## src/core/gcs_consts.vh

```
`ifndef GCS_CONSTS_VH
`define GCS_CONSTS_VH
// Command codes (byte addresses of the standard command space)
`define GCS_CMD_CTRL_LO 8'h00
`define GCS_CMD_CTRL_HI 8'h01
`define GCS_CMD_TEMP 8'h02
`define GCS_CMD_VOLT 8'h04
`define GCS_CMD_FLAGS 8'h06
`define GCS_CMD_NOM_CAP 8'h08
`define GCS_CMD_FULL_CAP 8'h0A
`define GCS_CMD_REM_CAP 8'h0C
// Control subcommands
`define GCS_SUB_BAT_IN 16'h000C
`define GCS_SUB_BAT_OUT 16'h000D
`define GCS_SUB_CFG_UPD 16'h0013
`define GCS_SUB_SEAL 16'h0020
`define GCS_SUB_PULSE 16'h0023
`define GCS_SUB_CHEMISTRY_SELECT_CMD 16'h0030
`define GCS_SUB_CHEM_B 16'h0031
`define GCS_SUB_CHEM_C 16'h0032
`define GCS_SUB_RESET 16'h0041
`define GCS_SUB_SOFT_RESET 16'h0042
// Update-status seal bit
`define GCS_UPD_SEAL_BIT 7
// Flag word bit positions
`define GCS_FL_OT 15
`define GCS_FL_UT 14
`define GCS_FL_FC 9
`define GCS_FL_CHG 8
`define GCS_FL_OCV 7
`define GCS_FL_DODC 6
`define GCS_FL_POWER_ON_RESET_FLAG 5
`define GCS_FL_CFGUP 4
`define GCS_FL_BATDET 3
`define GCS_FL_LOW_CHARGE_WARN_FLAG 2
`define GCS_FL_FINAL_CHARGE_FLAG 1
`define GCS_FL_DSG 0
// Temperature source encodings
`define GCS_TSRC_INT 2'b00
`define GCS_TSRC_EXT 2'b01
`define GCS_TSRC_HOST 2'b10
// Thresholds, 0.1 K units and percent
`define GCS_OT_DEF 16'h0CD1
`define GCS_UT_DEF 16'h0AAB
`define GCS_THYS_DEF 16'h0032
`define GCS_FC_SET_DEF 8'hFF
`define GCS_FC_CLR_DEF 8'h62
`define GCS_CHG_CLR_FROM 8'h62
`define GCS_CHG_CLR_TO 8'h63
`define GCS_CHG_SET 8'h5F
`define GCS_VOLT_MAX 16'h1770
// Pulse timing
`define GCS_CLK_MHZ 100
`define GCS_PULSE_US 1000
`define GCS_PULSE_CYC (`GCS_PULSE_US * `GCS_CLK_MHZ)
`define GCS_UPD_RESET 8'h00
// Flag word after reset: only the power-on-reset flag is set
`define GCS_FLAGS_RESET 16'h0020
`endif

```

## src/core/gcs_unit.v

```verilog
`timescale 1ns/10ps
`include "gcs_consts.vh"
module gcs_unit #(
    parameter [31:0] PULSE_CYC = `GCS_PULSE_CYC
) (
    input wire clk,
    input wire rstn,
    input wire wr_stb,
    input wire rd_stb,
    input wire [7:0] cmd_addr,
    input wire [7:0] wr_data,
    output reg [7:0] rd_data,
    input wire [1:0] temperature_source_sel,
    input wire smoothing_enable,
    input wire insert_detect_enable,
    input wire battery_insert_pin,
    input wire [15:0] temp_internal,
    input wire [15:0] temp_thermistor,
    input wire [15:0] volt_meas,
    input wire [7:0] soc,
    input wire charging,
    input wire discharging_flag,
    input wire charge_term,
    input wire relax_entry,
    input wire ocv_sample,
    input wire depth_correction_flag,
    input wire [7:0] fc_set_pct,
    input wire [7:0] fc_clr_pct,
    input wire [7:0] low_charge_warn_flag_set,
    input wire [7:0] low_charge_warn_flag_clr,
    input wire [7:0] final_charge_flag_set,
    input wire [7:0] final_charge_flag_clr,
    input wire [15:0] rem_cap_filt,
    input wire [15:0] rem_cap_unfilt,
    input wire [15:0] nom_cap_uncomp,
    input wire [15:0] full_cap_uncomp,
    output reg gp_output_pin,
    output reg sealed,
    output reg [1:0] chem_sel,
    output reg chemistry_changed_flag,
    output reg [7:0] update_status,
    output reg defaults_reload,
    output reg soft_reset_pulse,
    output reg [15:0] flags_word
);
    // Pulse generator states; a pulse command seen in ST_PULSE is dropped
    // so a repeated command cannot stretch or restart the pulse
    localparam ST_IDLE = 2'b01;
    localparam ST_PULSE = 2'b10;

    // Low byte of the control word, held until the high byte arrives
    reg [7:0] ctrl_lo_q;
    // Host temperature commits as a whole word, so a reader never sees
    // a new low byte paired with an old high byte
    reg [15:0] temp_host_q;
    reg [7:0] temp_lo_q;
    reg [1:0] pst_q;
    reg [31:0] pcnt_q;
    reg [2:0] bin_sync_q;
    reg bin_level_q;
    reg [7:0] soc_prev_q;
    reg [15:0] temp_word;
    reg [15:0] volt_word;
    reg [15:0] rd_word;
    wire [15:0] sub_cmd;
    wire sub_stb;
    wire bin_fall;

    // Low byte at even code, high byte at odd code
    // word pairing
    assign sub_cmd = {wr_data, ctrl_lo_q};
    assign sub_stb = wr_stb && (cmd_addr == `GCS_CMD_CTRL_HI);

    always @* begin
        case (temperature_source_sel)
            `GCS_TSRC_INT: temp_word = temp_internal;
            `GCS_TSRC_EXT: temp_word = temp_thermistor;
            `GCS_TSRC_HOST: temp_word = temp_host_q;
            default: temp_word = temp_internal;
        endcase
    end

    always @* begin
        if (volt_meas > `GCS_VOLT_MAX) begin
            volt_word = `GCS_VOLT_MAX;
        end else begin
            volt_word = volt_meas;
        end
    end

    // Read word is selected by the even code; the odd code picks its high byte.
    // Unknown codes read as zero rather than aliasing a live register.
    always @* begin
        case ({cmd_addr[7:1], 1'b0})
            `GCS_CMD_TEMP: rd_word = temp_word;
            `GCS_CMD_VOLT: rd_word = volt_word;
            `GCS_CMD_FLAGS: rd_word = flags_word;
            `GCS_CMD_NOM_CAP: rd_word = nom_cap_uncomp;
            `GCS_CMD_FULL_CAP: rd_word = full_cap_uncomp;
            `GCS_CMD_REM_CAP: rd_word = smoothing_enable ? rem_cap_filt : rem_cap_unfilt;
            default: rd_word = 16'h0000;
        endcase
    end

    // Read byte is registered and held until the next read strobe
    always @(posedge clk or negedge rstn) begin
        if (!rstn) begin
            rd_data <= 8'h00;
        end else if (rd_stb) begin
            rd_data <= cmd_addr[0] ? rd_word[15:8] : rd_word[7:0];
        end
    end

    // Pin synchroniser: change accepted once stages 2 and 3 agree
    always @(posedge clk or negedge rstn) begin
        if (!rstn) begin
            bin_sync_q <= 3'b111;
            bin_level_q <= 1'b1;
        end else begin
            bin_sync_q <= {bin_sync_q[1:0], battery_insert_pin};
            if (bin_sync_q[1] == bin_sync_q[2]) begin
                bin_level_q <= bin_sync_q[2];
            end
        end
    end
    // Pin idles high; level and stages reset high so release gives no false fall.
    // A glitch shorter than one clock never reaches the accepted level.
    assign bin_fall = bin_level_q && (bin_sync_q[1] == bin_sync_q[2]) && !bin_sync_q[2];

    // Command decode and control state.
    // Subcommands act on the write to the odd control code, using the last
    // low byte written; writing only the low byte has no effect of its own.
    // Refused commands are dropped silently: the host sees no error status.
    always @(posedge clk or negedge rstn) begin
        if (!rstn) begin
            ctrl_lo_q <= 8'h00;
            temp_host_q <= 16'h0000;
            temp_lo_q <= 8'h00;
            sealed <= 1'b0;
            chem_sel <= 2'b00;
            chemistry_changed_flag <= 1'b0;
            update_status <= `GCS_UPD_RESET;
            defaults_reload <= 1'b0;
            soft_reset_pulse <= 1'b0;
            flags_word <= `GCS_FLAGS_RESET;
            soc_prev_q <= 8'h00;
        end else begin
            defaults_reload <= 1'b0;
            soft_reset_pulse <= 1'b0;
            soc_prev_q <= soc;
            if (wr_stb && cmd_addr == `GCS_CMD_CTRL_LO) begin
                ctrl_lo_q <= wr_data;
            end
            // host temperature written only in host mode, sealed blocks it
            if (wr_stb && !sealed && temperature_source_sel == `GCS_TSRC_HOST) begin
                if (cmd_addr == `GCS_CMD_TEMP) begin
                    temp_lo_q <= wr_data;
                end
                if (cmd_addr == (`GCS_CMD_TEMP + 8'h01)) begin
                    temp_host_q <= {wr_data, temp_lo_q};
                end
            end
            if (sub_stb) begin
                case (sub_cmd)
                    `GCS_SUB_SEAL: begin
                        sealed <= 1'b1;
                        update_status[`GCS_UPD_SEAL_BIT] <= 1'b1;
                    end
                    `GCS_SUB_CHEMISTRY_SELECT_CMD, `GCS_SUB_CHEM_B, `GCS_SUB_CHEM_C: begin
                        if (!sealed) begin
                            chem_sel <= sub_cmd[1:0];
                            chemistry_changed_flag <= 1'b1;
                        end
                    end
                    `GCS_SUB_RESET: begin
                        if (!sealed) begin
                            defaults_reload <= 1'b1;
                            update_status <= `GCS_UPD_RESET;
                            chemistry_changed_flag <= 1'b0;
                        end
                    end
                    `GCS_SUB_SOFT_RESET: begin
                        if (!sealed) begin
                            soft_reset_pulse <= 1'b1;
                            chemistry_changed_flag <= 1'b0;
                            if (flags_word[`GCS_FL_CFGUP] && update_status[`GCS_UPD_SEAL_BIT]) begin
                                sealed <= 1'b1;
                            end
                        end
                    end
                    default: begin
                    end
                endcase
            end
            flags_word[13:10] <= 4'h0;
            flags_word[`GCS_FL_DSG] <= discharging_flag;
            flags_word[`GCS_FL_DODC] <= depth_correction_flag;
            // Temperature flags hold between the set and clear points,
            // so a reading hovering at a threshold does not toggle them
            // over-temperature
            if (temp_word >= `GCS_OT_DEF) begin
                flags_word[`GCS_FL_OT] <= 1'b1;
            end else if (temp_word < `GCS_OT_DEF - `GCS_THYS_DEF) begin
                flags_word[`GCS_FL_OT] <= 1'b0;
            end
            if (temp_word <= `GCS_UT_DEF) begin
                flags_word[`GCS_FL_UT] <= 1'b1;
            end else if (temp_word > `GCS_UT_DEF + `GCS_THYS_DEF) begin
                flags_word[`GCS_FL_UT] <= 1'b0;
            end
            if (fc_set_pct[7] ? charge_term : (soc >= fc_set_pct)) begin
                flags_word[`GCS_FL_FC] <= 1'b1;
            end else if (soc <= fc_clr_pct) begin
                flags_word[`GCS_FL_FC] <= 1'b0;
            end
            // Clear needs the exact 98 to 99 step while charging; a jump past it
            // leaves the permission set until the next such step
            // fast-charge permission
            if (soc <= `GCS_CHG_SET) begin
                flags_word[`GCS_FL_CHG] <= 1'b1;
            end else if (charging && soc_prev_q == `GCS_CHG_CLR_FROM && soc == `GCS_CHG_CLR_TO) begin
                flags_word[`GCS_FL_CHG] <= 1'b0;
            end
            if (ocv_sample) begin
                flags_word[`GCS_FL_OCV] <= 1'b1;
            end else if (relax_entry) begin
                flags_word[`GCS_FL_OCV] <= 1'b0;
            end
            if (soc <= low_charge_warn_flag_set) begin
                flags_word[`GCS_FL_LOW_CHARGE_WARN_FLAG] <= 1'b1;
            end else if (soc >= low_charge_warn_flag_clr) begin
                flags_word[`GCS_FL_LOW_CHARGE_WARN_FLAG] <= 1'b0;
            end
            if (soc <= final_charge_flag_set) begin
                flags_word[`GCS_FL_FINAL_CHARGE_FLAG] <= 1'b1;
            end else if (soc >= final_charge_flag_clr) begin
                flags_word[`GCS_FL_FINAL_CHARGE_FLAG] <= 1'b0;
            end
            if (insert_detect_enable) begin
                if (bin_fall) begin
                    flags_word[`GCS_FL_BATDET] <= 1'b1;
                end
            end else if (sub_stb && sub_cmd == `GCS_SUB_BAT_IN) begin
                flags_word[`GCS_FL_BATDET] <= 1'b1;
            end else if (sub_stb && sub_cmd == `GCS_SUB_BAT_OUT) begin
                flags_word[`GCS_FL_BATDET] <= 1'b0;
            end
            if (sub_stb && !sealed) begin
                if (sub_cmd == `GCS_SUB_CFG_UPD) begin
                    flags_word[`GCS_FL_CFGUP] <= 1'b1;
                end else if (sub_cmd == `GCS_SUB_RESET) begin
                    flags_word[`GCS_FL_POWER_ON_RESET_FLAG] <= 1'b1;
                    flags_word[`GCS_FL_CFGUP] <= 1'b0;
                end else if (sub_cmd == `GCS_SUB_SOFT_RESET) begin
                    flags_word[`GCS_FL_POWER_ON_RESET_FLAG] <= 1'b0;
                    flags_word[`GCS_FL_CFGUP] <= 1'b0;
                end
            end
        end
    end

    // Pulse starts the cycle after the command, well inside the allowed delay.
    // Length is PULSE_CYC clocks; the default gives one millisecond at 100 MHz.
    // output pulse
    always @(posedge clk or negedge rstn) begin
        if (!rstn) begin
            pst_q <= ST_IDLE;
            pcnt_q <= 32'h0;
            gp_output_pin <= 1'b0;
        end else begin
            case (pst_q)
                ST_IDLE: begin
                    gp_output_pin <= 1'b0;
                    if (sub_stb && sub_cmd == `GCS_SUB_PULSE) begin
                        pst_q <= ST_PULSE;
                        pcnt_q <= PULSE_CYC - 32'h1;
                        gp_output_pin <= 1'b1;
                    end
                end
                ST_PULSE: begin
                    if (pcnt_q == 32'h0) begin
                        pst_q <= ST_IDLE;
                        gp_output_pin <= 1'b0;
                    end else begin
                        pcnt_q <= pcnt_q - 32'h1;
                    end
                end
                default: pst_q <= ST_IDLE;
            endcase
        end
    end
endmodule // gcs_unit

```

## config.mk

```make
export PLATFORM = sky130hd
export DESIGN_NAME = gcs_unit
export DESIGN_NICKNAME = d
export VERILOG_FILES = /design/src/core/gcs_unit.v
export VERILOG_INCLUDE_DIRS = /design/src /design/src/core
export SDC_FILE = /design/constraint.sdc
export NUM_CORES = 1
export LEC_CHECK = 0
export BUFFER_PORTS_ARGS = -buffer_cell sky130_fd_sc_hd__buf_4
export CAP_MARGIN = 20
export CORE_ASPECT_RATIO = 1.25
export CORE_MARGIN = 1.5
export CORE_UTILIZATION = 40
export DETAILED_ROUTE_END_ITERATION = 6
export HOLD_SLACK_MARGIN = 0.02
export PLACE_DENSITY = 0.65
export SYNTH_ARGS = -nofsm -noshare
export SYNTH_HDL_FRONTEND = slang
export SYNTH_SLANG_ARGS = --single-unit
export TNS_END_PERCENT = 10
```

## constraint.sdc

```tcl
create_clock -name clk -period 3.3 [get_ports clk]
set_input_delay 0.66 -clock clk [delete_from_list [all_inputs] [get_ports clk]]
set_output_delay 0.66 -clock clk [all_outputs]
set_load 0.01 [all_outputs]
```

==> Word-level counts from Yosys, hierarchy flattened <==
Cells that the tools add are included.
Widths: inputs -> output; s select.
{ "classes": {"addsub": 1, "order_cmp": 12, "eq_ne": 33, "mux": 49, "bitwise": 2, "n_reduce_logical": 45} }
{ "op_table": {"columns": ["op", "n"], "rows": [
  ["$pmux 16 s6", 1],
  ["$eq 16x6->1 const B", 5],
  ["$mux 32", 2],
  ["$pmux 32 s2", 1],
  ["$eq 16x4->1 const B", 2],
  ["$eq 16x7->1 const B", 2],
  ["$logic_not 32->1", 1],
  ["$mux 16", 2],
  ["$pmux 16 s2", 1],
  ["$sub 32x1->32 const B", 1],
  ["$mux 1", 31],
  ["$ge 8x8->1", 3],
  ["$le 8x8->1", 3],
  ["$reduce_bool 2->1", 12],
  ["$eq 7x3->1 const B", 3],
  ["$eq 16x5->1 const B", 1],
  ["$eq 8x2->1 const B", 2],
  ["$eq 8x7->1 const B", 2],
  ["$ge 16x12->1 const B", 1],
  ["$gt 16x12->1 const B", 1],
  ["$gt 16x13->1 const B", 1],
  ["$le 16x12->1 const B", 1],
  ["$lt 16x12->1 const B", 1],
  ["$mux 8", 2],
  ["other kinds (22)", 60]
]} }
{ "word_totals": {"regBits": 106, "in_bits": 199, "output_inout_bits": 39, "wordCells": 169} }

==> Logic depth before layout (Yosys ltp) <==
Gate-level depths: netlist of the first run.
{ "depth": {"depth_word": 6, "ltp_mapped": 10, "mapped_depth_nobuf": 8} }

==> Least setup slack after synthesis of the first run <==
Ideal clock, no wire load.
{ "synth_path": {"path_type": "input -> register", "start": "in temperature_source_sel[0]", "end": "reg temp_host_q[10]", "setup_time_ps": 125, "arrival_time_ps": 2464, "required_time_ps": 3175, "slack_ps": 711, "path_stages": 8, "n_path_buf": 3, "cell_sequence": "inv_1 > ha_1 > clkbuf_1 > clkbuf_1 > nor3b_1 > nand4_1 > clkbuf_1 > mux2_2"} }
{ "synth_between": {"elab_chain_cells": 3} }
{ "synth_rtl": {"columns": ["item", "line_no", "source"], "rows": [
  ["start, declared", "gcs_unit.v:13", "input wire [1:0] temperature_source_sel,"],
  ["$eq 2x2->1 (no line)", null, null],
  ["$logic_and 1x1->1 (no line)", null, null],
  ["$reduce_and 2->1 (no line)", null, null],
  ["end signal, assigned", "gcs_unit.v:160", "temp_host_q <= {wr_data, temp_lo_q};"],
  ["end, declared", "gcs_unit.v:55", "reg [15:0] temp_host_q;"]
]} }
Every way passes these cells.
A chain may end at the register's enable or synchronous reset.

==> Final worst setup path of the first run <==
{ "layout_path": {"start": "reg pcnt_q[27]", "end": "reg pcnt_q[10]"} }
{ "layout_between": {"elab_chain_cells": 3} }
{ "layout_rtl": {"columns": ["item", "line_no", "source"], "rows": [
  ["start, declared", "gcs_unit.v:58", "reg [31:0] pcnt_q;"],
  ["start signal, assigned", "gcs_unit.v:276", "pcnt_q <= PULSE_CYC - 32'h1;"],
  ["start signal, assigned", "gcs_unit.v:285", "pcnt_q <= pcnt_q - 32'h1;"],
  ["$logic_not 32->1", "gcs_unit.v:281", "if (pcnt_q == 32'h0) begin"],
  ["$ne 2x2->1 (no line)", null, null],
  ["$reduce_and 3->1 (no line)", null, null]
]} }
Every way passes these cells.

==> impl_metrics.prom, run 1 <==
# TYPE chip_impl_metric gauge
chip_impl_metric{name="cts_buffer_depth",unit=""} 2
chip_impl_info{name="synth_flop_cell",value="sky130_fd_sc_hd__dfrtp_1"} 1
chip_impl_metric{name="synth-warning-count",unit=""} 0
chip_impl_info{name="class_of_the_tightest_hold_or_removal_check",value="in2async"} 1
chip_impl_metric{name="syn2layout_area_growth",unit="%"} 30.3
chip_impl_metric{name="wl_per_cell",unit="um"} 18.8
chip_impl_metric{name="final_hold_viol_count",unit=""} 0
chip_impl_metric{name="vdd_drop_max",unit="mV"} 0.280
chip_impl_info{name="tritoncts",value="done"} 1
chip_impl_metric{name="grt_pass1_wl",unit="mm"} 35.5
chip_impl_metric{name="clk_pin_slew",unit="ns"} 0.08
chip_impl_metric{name="fmaxAchievable",unit="MHz"} 381
chip_impl_metric{name="antennaDiodeCount",unit=""} 0
chip_impl_metric{name="antenna_left",unit=""} 0
chip_impl_info{name="cp-start-kind",value="register"} 1
chip_impl_info{name="grt_setup_unrepaired",value="false"} 1
chip_impl_metric{name="cts-buffers-inserted",unit=""} 9
chip_impl_metric{name="final_design_area_no_fill",unit="mm^2"} 0.00955
chip_impl_metric{name="ys_async_sr_fraction",unit=""} 1.00
chip_impl_metric{name="detailedRoute.firstIterationViolations",unit=""} 416
chip_impl_metric{name="layout-drive-gt1-share",unit=""} 0.307
chip_impl_metric{name="power_density",unit="mW/mm^2"} 328
chip_impl_metric{name="via_per_inst",unit=""} 5.62
chip_impl_metric{name="largest_net_degree_at_the_start_of_global_routing",unit=""} 95
chip_impl_info{name="clock-root-buffer",value="sky130_fd_sc_hd__clkbuf_16"} 1
chip_impl_metric{name="timing.final.setup_violations",unit=""} 0
chip_impl_metric{name="clk-insertion-delay-late",unit="ns"} 0.36
chip_impl_info{name="layout.cells.most_common_list",value="238 x sky130_fd_sc_hd__buf_4, 100 x sky130_fd_sc_hd__dfrtp_1, 61 x sky130_fd_sc_hd__inv_1"} 1
chip_impl_metric{name="number_of_global_route_vias_before_repair",unit=""} 6803
chip_impl_metric{name="final-seq-area",unit="mm^2"} 0.00266
chip_impl_metric{name="worstMarginPinSlew",unit="ns"} 0.705
chip_impl_metric{name="place_congestion",unit=""} 0.926
chip_impl_metric{name="core-area",unit="mm^2"} 0.0180
chip_impl_metric{name="buffer_count_from_post_cts_setup_fixing",unit=""} 0
chip_impl_metric{name="ys_seq_area_frac",unit=""} 0.363
chip_impl_metric{name="timing.critical_path.required",unit="ns"} 3.54
chip_impl_metric{name="finalNetCount",unit=""} 1253
chip_impl_metric{name="grt_usage",unit=""} 0.243
chip_impl_metric{name="postSynthRegisterBits",unit=""} 106
chip_impl_metric{name="setup_total_negative_slack",unit="ns"} 0
chip_impl_metric{name="place.port_buffers",unit=""} 226
chip_impl_metric{name="post_dp_cell_area",unit="mm^2"} 0.00924
chip_impl_metric{name="synth.lib_cells_used.distinct",unit=""} 63
chip_impl_metric{name="floorplan.initialDensity",unit=""} 0.406
chip_impl_metric{name="via_count",unit=""} 6938
chip_impl_metric{name="syn_area_per_cell",unit="um^2"} 9.34
chip_impl_metric{name="synth_enable_flop_cells",unit=""} 0
chip_impl_metric{name="fin_skew",unit="ns"} 0.00860
chip_impl_info{name="worst_setup_path_end_kind",value="register"} 1
chip_impl_metric{name="design.portCount",unit=""} 238
chip_impl_metric{name="core.rowCount",unit=""} 55
chip_impl_metric{name="slew_headroom",unit=""} 0.526
chip_impl_metric{name="post_cts_resized",unit=""} 0
chip_impl_metric{name="firstDrtPassIters",unit=""} 5
chip_impl_metric{name="synth.top_cell.area_share",unit=""} 0.341
chip_impl_metric{name="hpwl",unit="mm"} 18.2
chip_impl_metric{name="critical_path_at",unit="ns"} 2.86
chip_impl_info{name="critPathKind",value="reg2reg"} 1
chip_impl_metric{name="path_max_fanout",unit=""} 15
chip_impl_info{name="status",value="finished clean"} 1
chip_impl_metric{name="design.die.area",unit="mm^2"} 0.0191
chip_impl_info{name="synthTopCellsByArea",value="sky130_fd_sc_hd__dfrtp_1 34%, sky130_fd_sc_hd__ha_1 8.9%, sky130_fd_sc_hd__mux2_2 5.7%"} 1
chip_impl_metric{name="clock_sinks",unit=""} 106
chip_impl_metric{name="postRouteWirelength",unit="mm"} 23.2
chip_impl_metric{name="final_min_period_over_clock_period",unit=""} 0.796
chip_impl_metric{name="timing.max_cap.violations",unit=""} 0
chip_impl_metric{name="multi_input_logic_area",unit="mm^2"} 0.00425
chip_impl_metric{name="p_leak",unit="nW"} 4.46
chip_impl_metric{name="drc",unit=""} 0
chip_impl_metric{name="synthesis.instances",unit=""} 785
chip_impl_metric{name="ctsHoldBuffers",unit=""} 0
chip_impl_metric{name="synthesis.area",unit="mm^2"} 0.00733
chip_impl_metric{name="antenna_found_initial",unit=""} 0
chip_impl_metric{name="chip_width",unit="um"} 124
chip_impl_metric{name="layout_min_cycle_time",unit="ns"} 2.63
chip_impl_metric{name="timing.final.max_slew_violations",unit=""} 0
chip_impl_metric{name="grt_remaining_overflow",unit=""} 0
chip_impl_metric{name="htree_levels",unit=""} 3
chip_impl_info{name="mostFrequentLayoutCell",value="sky130_fd_sc_hd__buf_4"} 1
chip_impl_metric{name="chipHeight",unit="um"} 154
chip_impl_info{name="largest_area_contributor_in_the_synthesized_netlist",value="sky130_fd_sc_hd__dfrtp_1"} 1
chip_impl_metric{name="layout.filler_cells",unit=""} 1739
[cell usage after synthesis (20+ instances only)]
cell                       instances
sky130_fd_sc_hd__inv_1            61
sky130_fd_sc_hd__mux2_2           37
sky130_fd_sc_hd__dfrtp_1         100
sky130_fd_sc_hd__nand2b_1         25
sky130_fd_sc_hd__nor3_1           23
sky130_fd_sc_hd__a21oi_1          25
sky130_fd_sc_hd__clkbuf_1         23
sky130_fd_sc_hd__ha_1             52
sky130_fd_sc_hd__nor2_1           40
sky130_fd_sc_hd__nand3_1          20
sky130_fd_sc_hd__nand2_1          50
sky130_fd_sc_hd__o21ai_0          48
sky130_fd_sc_hd__mux2i_1          30
[sequential cells by signal, summed over array words and instances, names as in the netlist]
name	count
defaults_reload	1
gp_output_pin	1
bin_sync_q	3
pcnt_q	32
rd_data	8
bin_level_q	1
sealed	1
ctrl_lo_q	8
flags_word	12
soc_prev_q	8
temp_host_q	16
chemistry_changed_flag	1
soft_reset_pulse	1
update_status	1
temp_lo_q	8
pst_q	2
chem_sel	2
[area by class of cell]
class	instances	share of cell area
Sequential cell	106	0.279
Timing Repair Buffer	239	0.189
Inverter	61	0.0240
Clock buffer	9	0.0236
Multi-Input combinational cell	585	0.445
Tap cell	228	0.0299
Clock inverter	7	0.00930
[power by group]
part | switching (W) | total (W) | leakage (nW) | internal, W
logic | 0.000318 | 0.000638 | 3.07 | 0.000321
clock network | 0.000582 | 0.00113 | 0.153 | 0.000553
registers | 0.0000287 | 0.00136 | 1.24 | 0.00133
[worst paths after layout]
| kind | startpoint | endpoint | slack, ns | cells past startpoint |
|---|---|---|---|---|
| max reg2reg | pcnt_q[27] | pcnt_q[10] | 0.67 | 7 |
| max | pcnt_q[27] | pcnt_q[10] | 0.67 | 7 |
| min in group clk | bin_sync_q[0] | bin_sync_q[1] | 0.36 | 0 |
| max in group asynchronous | rstn | flags_word[5] | 2.39 | 2 |
| min reg2reg | bin_sync_q[0] | bin_sync_q[1] | 0.36 | 0 |
| min | rstn | pcnt_q[23] | 0.14 | 1 |
[kinds of logic after synthesis]
logic type	count (synthesis)	synth area share
AND/OR/NAND/NOR	254	0.194
AO/OA/AOI/OAI	181	0.169
flip-flops	106	0.363
buffers and inverters	104	0.0625
multiplexers	67	0.0978
adder cells (fa/ha/maj)	53	0.0901
XOR/XNOR	19	0.0227
other	1	0.000512
[layer usage]
| metal | track usage | routed length [um] | part of all wire | vias up |
|---|---|---|---|---|
| met3 | 0.0365 | 1630 | 0.070 | 62 |
| met2 | 0.419 | 11300 | 0.49 | 293 |
| met5 | 0 | 0 | 0 | - |
| li1 | - | - | - | 3316 |
| met1 | 0.283 | 9160 | 0.39 | 3267 |
| met4 | 0.136 | 1150 | 0.049 | 0 |
[critical path, cell delays in order, from the launching register on]
cell	delay (ns)
sky130_fd_sc_hd__dfrtp_1	0.40
sky130_fd_sc_hd__or4_4	0.56
sky130_fd_sc_hd__or4_4	0.47
sky130_fd_sc_hd__o31ai_4	0.49
sky130_fd_sc_hd__buf_4	0.28
sky130_fd_sc_hd__nor4_1	0.08
sky130_fd_sc_hd__xnor2_1	0.14
sky130_fd_sc_hd__nand2_1	0.07
[through the flow]
stage           util  power [W]  cells  setup slack (ns)  hold WS [ns]
5_1_grt        0.530    0.00328   1235             0.489         0.130
3_3_place_gp   0.512    0.00201   1219             0.414         0.347
3_5_place_dp   0.512    0.00202   1219             0.403         0.349
2_1_floorplan      -    0.00167    795             0.711         0.345
4_1_cts        0.530    0.00316   1235             0.672         0.130
6_report       0.530    0.00313   1235             0.673         0.135
Note: power is estimated with default switching activity, not from simulation.
==> inputs of run 2 (changes only) <==
PLACE_DENSITY = 0.68   (was 0.65)
clock period = 2.4 ns   (was 3.3 ns; I/O delays follow)
==> impl_metrics.prom, run 2 (synthesis results as in run 1) <==
# TYPE chip_impl_metric gauge
chip_impl_info{name="status",value="finished clean"} 1
chip_impl_metric{name="setup_total_negative_slack",unit="ns"} 0
chip_impl_metric{name="final_design_area_no_fill",unit="mm^2"} 0.0100
chip_impl_info{name="class_of_the_tightest_hold_or_removal_check",value="in2async"} 1
chip_impl_metric{name="final_core_density",unit=""} 0.556
chip_impl_metric{name="path_max_fanout",unit=""} 16
chip_impl_info{name="layout.cells.most_common_list",value="295 x sky130_fd_sc_hd__buf_4, 100 x sky130_fd_sc_hd__dfrtp_1, 61 x sky130_fd_sc_hd__inv_1"} 1
chip_impl_metric{name="grt_usage",unit=""} 0.240
chip_impl_metric{name="antenna_left",unit=""} 0
chip_impl_info{name="critical_path.top_delay_family",value="simple AND/OR/NAND/NOR gates"} 1
chip_impl_info{name="tritoncts",value="done"} 1
chip_impl_metric{name="final_hold_viol_count",unit=""} 0
chip_impl_metric{name="post-layout-total-power",unit="W"} 0.00432
chip_impl_metric{name="core-area",unit="mm^2"} 0.0180
chip_impl_metric{name="grt_remaining_overflow",unit=""} 0
chip_impl_metric{name="finalWorstSetupSlack",unit="ns"} 0.0716
chip_impl_metric{name="post_dp_cell_area",unit="mm^2"} 0.00966
chip_impl_metric{name="via_count",unit=""} 7157
chip_impl_info{name="cell_type_of_the_slowest_stage_on_the_worst_timing_path",value="sky130_fd_sc_hd__or4_4"} 1
chip_impl_info{name="clock-root-buffer",value="sky130_fd_sc_hd__clkbuf_16"} 1
chip_impl_info{name="mostFrequentLayoutCell",value="sky130_fd_sc_hd__buf_4"} 1
chip_impl_metric{name="layout-drive-gt1-share",unit=""} 0.348
chip_impl_metric{name="timing.final.max_slew_violations",unit=""} 0
chip_impl_metric{name="fin_skew",unit="ns"} 0.00716
chip_impl_metric{name="floorplan.initialDensity",unit=""} 0.406
chip_impl_metric{name="place.port_buffers",unit=""} 226
chip_impl_info{name="biggestRegsByFlops",value="pcnt_q (32), temp_host_q (16), flags_word (12)"} 1
chip_impl_metric{name="firstDrtPassIters",unit=""} 7
chip_impl_metric{name="grt_pass1_wl",unit="mm"} 35.6
chip_impl_metric{name="chip_width",unit="um"} 124
chip_impl_metric{name="critical_path_at",unit="ns"} 2.61
chip_impl_metric{name="finalNetCount",unit=""} 1313
chip_impl_metric{name="syn2layout_area_growth",unit="%"} 36.7
chip_impl_metric{name="chipHeight",unit="um"} 154
chip_impl_metric{name="wl_per_cell",unit="um"} 17.9
chip_impl_info{name="cp-start-kind",value="register"} 1
chip_impl_metric{name="ctsHoldBuffers",unit=""} 0
chip_impl_metric{name="post_place_setup_slack",unit="ns"} -0.128
chip_impl_metric{name="number_of_global_route_vias_before_repair",unit=""} 7021
chip_impl_metric{name="largest_register_ffs",unit=""} 32
chip_impl_metric{name="timing.final.setup_violations",unit=""} 0
chip_impl_metric{name="timing.critical_path.required",unit="ns"} 2.68
chip_impl_metric{name="clk-insertion-delay-late",unit="ns"} 0.36
chip_impl_metric{name="via_per_inst",unit=""} 5.52
chip_impl_metric{name="clk_pin_slew",unit="ns"} 0.08
chip_impl_metric{name="cts_buffer_depth",unit=""} 2
chip_impl_metric{name="slew_headroom",unit=""} 0.637
chip_impl_metric{name="largest_net_degree_at_the_start_of_global_routing",unit=""} 38
chip_impl_metric{name="worstMarginPinSlew",unit="ns"} 0.545
chip_impl_metric{name="detailedRoute.firstIterationViolations",unit=""} 376
chip_impl_metric{name="timing.max_cap.violations",unit=""} 0
chip_impl_metric{name="layout_min_cycle_time",unit="ns"} 2.33
chip_impl_metric{name="postRouteWirelength",unit="mm"} 23.2
chip_impl_info{name="grt_setup_unrepaired",value="true"} 1
chip_impl_metric{name="cts-buffers-inserted",unit=""} 9
chip_impl_metric{name="fmaxAchievable",unit="MHz"} 429
chip_impl_metric{name="power_density",unit="mW/mm^2"} 431
chip_impl_metric{name="core.rowCount",unit=""} 55
chip_impl_metric{name="crit_path_max_incr_delay",unit="ns"} 0.54
chip_impl_metric{name="wp_buf_inv",unit=""} 1
chip_impl_metric{name="antenna_found_initial",unit=""} 1
chip_impl_metric{name="final_min_period_over_clock_period",unit=""} 0.970
chip_impl_metric{name="htree_levels",unit=""} 3
chip_impl_info{name="critPathKind",value="reg2reg"} 1
chip_impl_metric{name="hpwl",unit="mm"} 18.7
chip_impl_metric{name="p_leak",unit="nW"} 4.76
chip_impl_metric{name="clock_sinks",unit=""} 106
chip_impl_metric{name="vdd_drop_max",unit="mV"} 0.286
chip_impl_info{name="cp_cell_sequence",value="or4_4 > or4_4 > o31ai_4 > buf_6 > nor3_2 > nand2b_1 > mux2i_1"} 1
chip_impl_info{name="worst_setup_path_end_kind",value="register"} 1
chip_impl_metric{name="drc",unit=""} 0
chip_impl_metric{name="design.die.area",unit="mm^2"} 0.0191
chip_impl_info{name="largest-register",value="pcnt_q"} 1
chip_impl_metric{name="design.portCount",unit=""} 238
chip_impl_metric{name="place_congestion",unit=""} 0.933
chip_impl_info{name="critical-path-top-cell-by-count",value="sky130_fd_sc_hd__or4_4"} 1
==> run 2: cell count changes in the layout (fill, tap and decap cells not counted), sizes merged <==
cell,delta
buf,+60
clkinv,+1
diode,+1
inv,-1
==> run 2: worst register-to-register path, delay by kind of cell (launching register included) <==
family,cells,cell delay (ns)
mux,1,0.19
flops,1,0.39
buf+inv,1,0.21
compound gates,1,0.30
simple gates,4,1.16
==> run 2: stage by stage <==
| stage | hold slack (ns) | std cells |
|---|---|---|
| final | 0.109 | 1296 |
| after global routing | 0.138 | 1295 |
| after CTS | 0.117 | 1292 |
| after detailed placement | 0.359 | 1276 |
| after global placement | 0.360 | 1276 |
| after floorplan | 0.184 | 795 |
==> run 2: metal layers <==
| metal | GRT usage | part of all wire | vias to the layer above |
|---|---|---|---|
| met5 | 0 | 0 | - |
| met4 | 0.117 | 0.038 | 0 |
| met3 | 0.0395 | 0.074 | 50 |
| met2 | 0.414 | 0.50 | 275 |
| met1 | 0.285 | 0.39 | 3388 |
| li1 | - | - | 3444 |
==> run 2: repair_timing <==
action | 4_1_cts | 5_1_grt
endpoints found under the hold margin | 0 | 0
setup endpoints to repair | 2 | 20
setup buffers | 0 | 3
resized for setup | 1 | 4
pin swaps | 0 | 2
==> run 2: power by group <==
| group | internal [W] | switching, W |
|---|---|---|
| combinational | 0.000496 | 0.000449 |
| clock | 0.000747 | 0.000759 |
| sequential | 0.00183 | 0.0000388 |
==> run 2: worst paths after layout <==
check,start,to,slack [ns],depth (start not counted)
setup / recovery,pcnt_q[27],pcnt_q[21],0.07,7
hold / removal,rstn,pcnt_q[4],0.11,1
setup reg to reg,pcnt_q[27],pcnt_q[21],0.07,7
hold reg to reg,bin_sync_q[0],bin_sync_q[1],0.37,0
max in group asynchronous,rstn,ctrl_lo_q[3],1.51,2
min in group clk,depth_correction_flag,flags_word[6],0.23,1
==> run 2: layout make-up <==
| cell class | count | area, um^2 |
|---|---|---|
| fillers | 1699 | 8010 |
| multi-input cells | 585 | 4260 |
| flip-flops and latches | 106 | 2660 |
| repair buffers | 299 | 2270 |
| well taps | 228 | 285 |
| inverters | 61 | 229 |
| clock buffers | 9 | 225 |
| clock inverters | 7 | 81.3 |
| diodes | 1 | 2.50 |
==> inputs of run 3 (changes only) <==
RECOVER_POWER = 50   (was unset)
==> impl_metrics.prom, run 3 (synthesis results as in run 1) <==
# TYPE chip_impl_metric gauge
chip_impl_metric{name="cts_buffer_depth",unit=""} 2
chip_impl_metric{name="core-area",unit="mm^2"} 0.0180
chip_impl_metric{name="worstMarginPinSlew",unit="ns"} 1.01
chip_impl_info{name="tritoncts",value="done"} 1
chip_impl_metric{name="grt_usage",unit=""} 0.240
chip_impl_info{name="min_delay_worst_endpoint",value="bin_sync_q[0]"} 1
chip_impl_info{name="cp-start-kind",value="register"} 1
chip_impl_metric{name="hpwl",unit="mm"} 18.7
chip_impl_metric{name="timing.final.max_slew_violations",unit=""} 0
chip_impl_info{name="critPathKind",value="reg2reg"} 1
chip_impl_metric{name="layout.filler_cells",unit=""} 1707
chip_impl_metric{name="final_hold_viol_count",unit=""} 0
chip_impl_metric{name="chipHeight",unit="um"} 154
chip_impl_metric{name="clock_sinks",unit=""} 106
chip_impl_metric{name="largest_net_degree_at_the_start_of_global_routing",unit=""} 38
chip_impl_metric{name="antenna_left",unit=""} 0
chip_impl_metric{name="timing.max_cap.violations",unit=""} 0
chip_impl_info{name="layout.cells.most_common_list",value="281 x sky130_fd_sc_hd__buf_4, 100 x sky130_fd_sc_hd__dfrtp_1, 61 x sky130_fd_sc_hd__inv_1"} 1
chip_impl_metric{name="largest_register_ffs",unit=""} 32
chip_impl_metric{name="syn2layout_area_growth",unit="%"} 36.0
chip_impl_info{name="min_from",value="battery_insert_pin"} 1
chip_impl_info{name="largest-register",value="pcnt_q"} 1
chip_impl_metric{name="vdd_drop_max",unit="mV"} 0.286
chip_impl_metric{name="drc",unit=""} 0
chip_impl_metric{name="postRouteWirelength",unit="mm"} 23.2
chip_impl_metric{name="slew_headroom",unit=""} 0.324
chip_impl_metric{name="detailedRoute.firstIterationViolations",unit=""} 353
chip_impl_metric{name="fin_skew",unit="ns"} 0.00731
chip_impl_metric{name="firstDrtPassIters",unit=""} 5
chip_impl_metric{name="place.port_buffers",unit=""} 226
chip_impl_metric{name="grt_remaining_overflow",unit=""} 0
chip_impl_metric{name="clk_pin_slew",unit="ns"} 0.08
chip_impl_metric{name="core.rowCount",unit=""} 55
chip_impl_info{name="status",value="finished clean"} 1
chip_impl_metric{name="htree_levels",unit=""} 3
chip_impl_metric{name="power_density",unit="mW/mm^2"} 432
chip_impl_metric{name="chip_width",unit="um"} 124
chip_impl_info{name="mostFrequentLayoutCell",value="sky130_fd_sc_hd__buf_4"} 1
chip_impl_metric{name="setup_total_negative_slack",unit="ns"} 0
chip_impl_metric{name="floorplan.initialDensity",unit=""} 0.406
chip_impl_info{name="class_of_the_tightest_hold_or_removal_check",value="in2reg"} 1
chip_impl_metric{name="hold_slack",unit="ns"} 0.232
chip_impl_metric{name="p_leak",unit="nW"} 4.72
chip_impl_info{name="biggestRegsByFlops",value="pcnt_q (32), temp_host_q (16), flags_word (12)"} 1
chip_impl_metric{name="antenna_found_initial",unit=""} 1
chip_impl_info{name="worst_r2r_startpoint",value="pcnt_q[27]"} 1
chip_impl_metric{name="reg2regPathDepth",unit=""} 7
chip_impl_metric{name="via_per_inst",unit=""} 5.54
chip_impl_metric{name="place_congestion",unit=""} 0.933
chip_impl_metric{name="layout_min_cycle_time",unit="ns"} 2.33
chip_impl_metric{name="layout-drive-gt1-share",unit=""} 0.338
chip_impl_info{name="worst_setup_path_end_kind",value="register"} 1
chip_impl_metric{name="clk-insertion-delay-late",unit="ns"} 0.35
chip_impl_metric{name="grt_pass1_wl",unit="mm"} 35.6
chip_impl_metric{name="timing.critical_path.required",unit="ns"} 2.68
chip_impl_metric{name="design.portCount",unit=""} 238
chip_impl_metric{name="critical_path_at",unit="ns"} 2.61
chip_impl_metric{name="path_max_fanout",unit=""} 16
chip_impl_metric{name="via_count",unit=""} 7183
chip_impl_metric{name="number_of_global_route_vias_before_repair",unit=""} 7021
chip_impl_metric{name="design.die.area",unit="mm^2"} 0.0191
chip_impl_info{name="clock-root-buffer",value="sky130_fd_sc_hd__clkbuf_16"} 1
chip_impl_info{name="worst_r2r_endpoint",value="pcnt_q[21]"} 1
chip_impl_info{name="grt_setup_unrepaired",value="true"} 1
chip_impl_metric{name="cts-buffers-inserted",unit=""} 9
chip_impl_metric{name="fmaxAchievable",unit="MHz"} 429
chip_impl_metric{name="final_min_period_over_clock_period",unit=""} 0.971
chip_impl_metric{name="finalNetCount",unit=""} 1313
chip_impl_metric{name="worstHoldPathCells",unit=""} 1
chip_impl_metric{name="wl_per_cell",unit="um"} 17.9
chip_impl_metric{name="timing.final.setup_violations",unit=""} 0
chip_impl_metric{name="timing.reg2reg.setup_slack",unit="ns"} 0.07
## run 3: area by class of cell
| cell class | count | area, um^2 | share of cell area |
|---|---|---|---|
| inverters | 61 | 229 | 0.0230 |
| repair buffers | 299 | 2220 | 0.223 |
| clock buffers | 9 | 225 | 0.0226 |
| well taps | 228 | 285 | 0.0286 |
| flip-flops and latches | 106 | 2660 | 0.267 |
| multi-input cells | 585 | 4260 | 0.428 |
| diodes | 1 | 2.50 | 0.000251 |
| clock inverters | 7 | 81.3 | 0.00816 |
## run 3: routing by layer
layer,share of wire,track usage,vias to the layer above
li1,-,-,3444
met1,0.39,0.285,3402
met2,0.50,0.414,289
met3,0.075,0.0395,48
met4,0.037,0.117,0
met5,0,0,-
## run 3: timing repair
item,CTS,global route
hold buffers,0,0
setup buffers,0,3
pin swaps,0,2
endpoints found under the setup margin,2,20
resized for setup,1,4
## run 3: report_power, final
group          switching [W]  internal [W]  leakage [nW]
clock network       0.000759      0.000747         0.150
registers          0.0000386       0.00182          1.24
logic               0.000447      0.000486          3.33
## run 3: stage by stage
stage / total power [W] / cell area, um^2 / util / setup WS [ns] / std cells
6_report: 0.00430 / 9970 / 0.553 / 0.0696 / 1296
5_1_grt: 0.00452 / 9960 / 0.553 / -0.0244 / 1295
4_1_cts: 0.00437 / 9970 / 0.553 / -0.0171 / 1292
3_5_place_dp: 0.00284 / 9660 / 0.536 / -0.128 / 1276
3_3_place_gp: 0.00283 / 9660 / 0.536 / -0.123 / 1276
2_1_floorplan: 0.00230 / 7370 / - / 0.0320 / 795
## run 3: critical path, stage by stage (launching register included)
cell and delay [ns]:
sky130_fd_sc_hd__dfrtp_1 0.39, sky130_fd_sc_hd__or4_4 0.54, sky130_fd_sc_hd__or4_4 0.47, sky130_fd_sc_hd__o31ai_4 0.30, sky130_fd_sc_hd__buf_6 0.21, sky130_fd_sc_hd__nor3_2 0.07
sky130_fd_sc_hd__nand2b_1 0.08, sky130_fd_sc_hd__mux2i_1 0.19
## run 3: how the worst max path moves through the flow
stage	from	to	slack, ns	cells after the start
2_1_floorplan	temperature_source_sel[0]	temp_host_q[10]	0.03	8
3_3_place_gp	temperature_source_sel[0]	rd_data[0]	-0.12	12
4_1_cts	pcnt_q[27]	pcnt_q[4]	-0.02	7
5_1_grt	pcnt_q[27]	pcnt_q[21]	-0.02	7
3_5_place_dp	temperature_source_sel[0]	rd_data[0]	-0.13	12
6_report	pcnt_q[27]	pcnt_q[21]	0.07	7
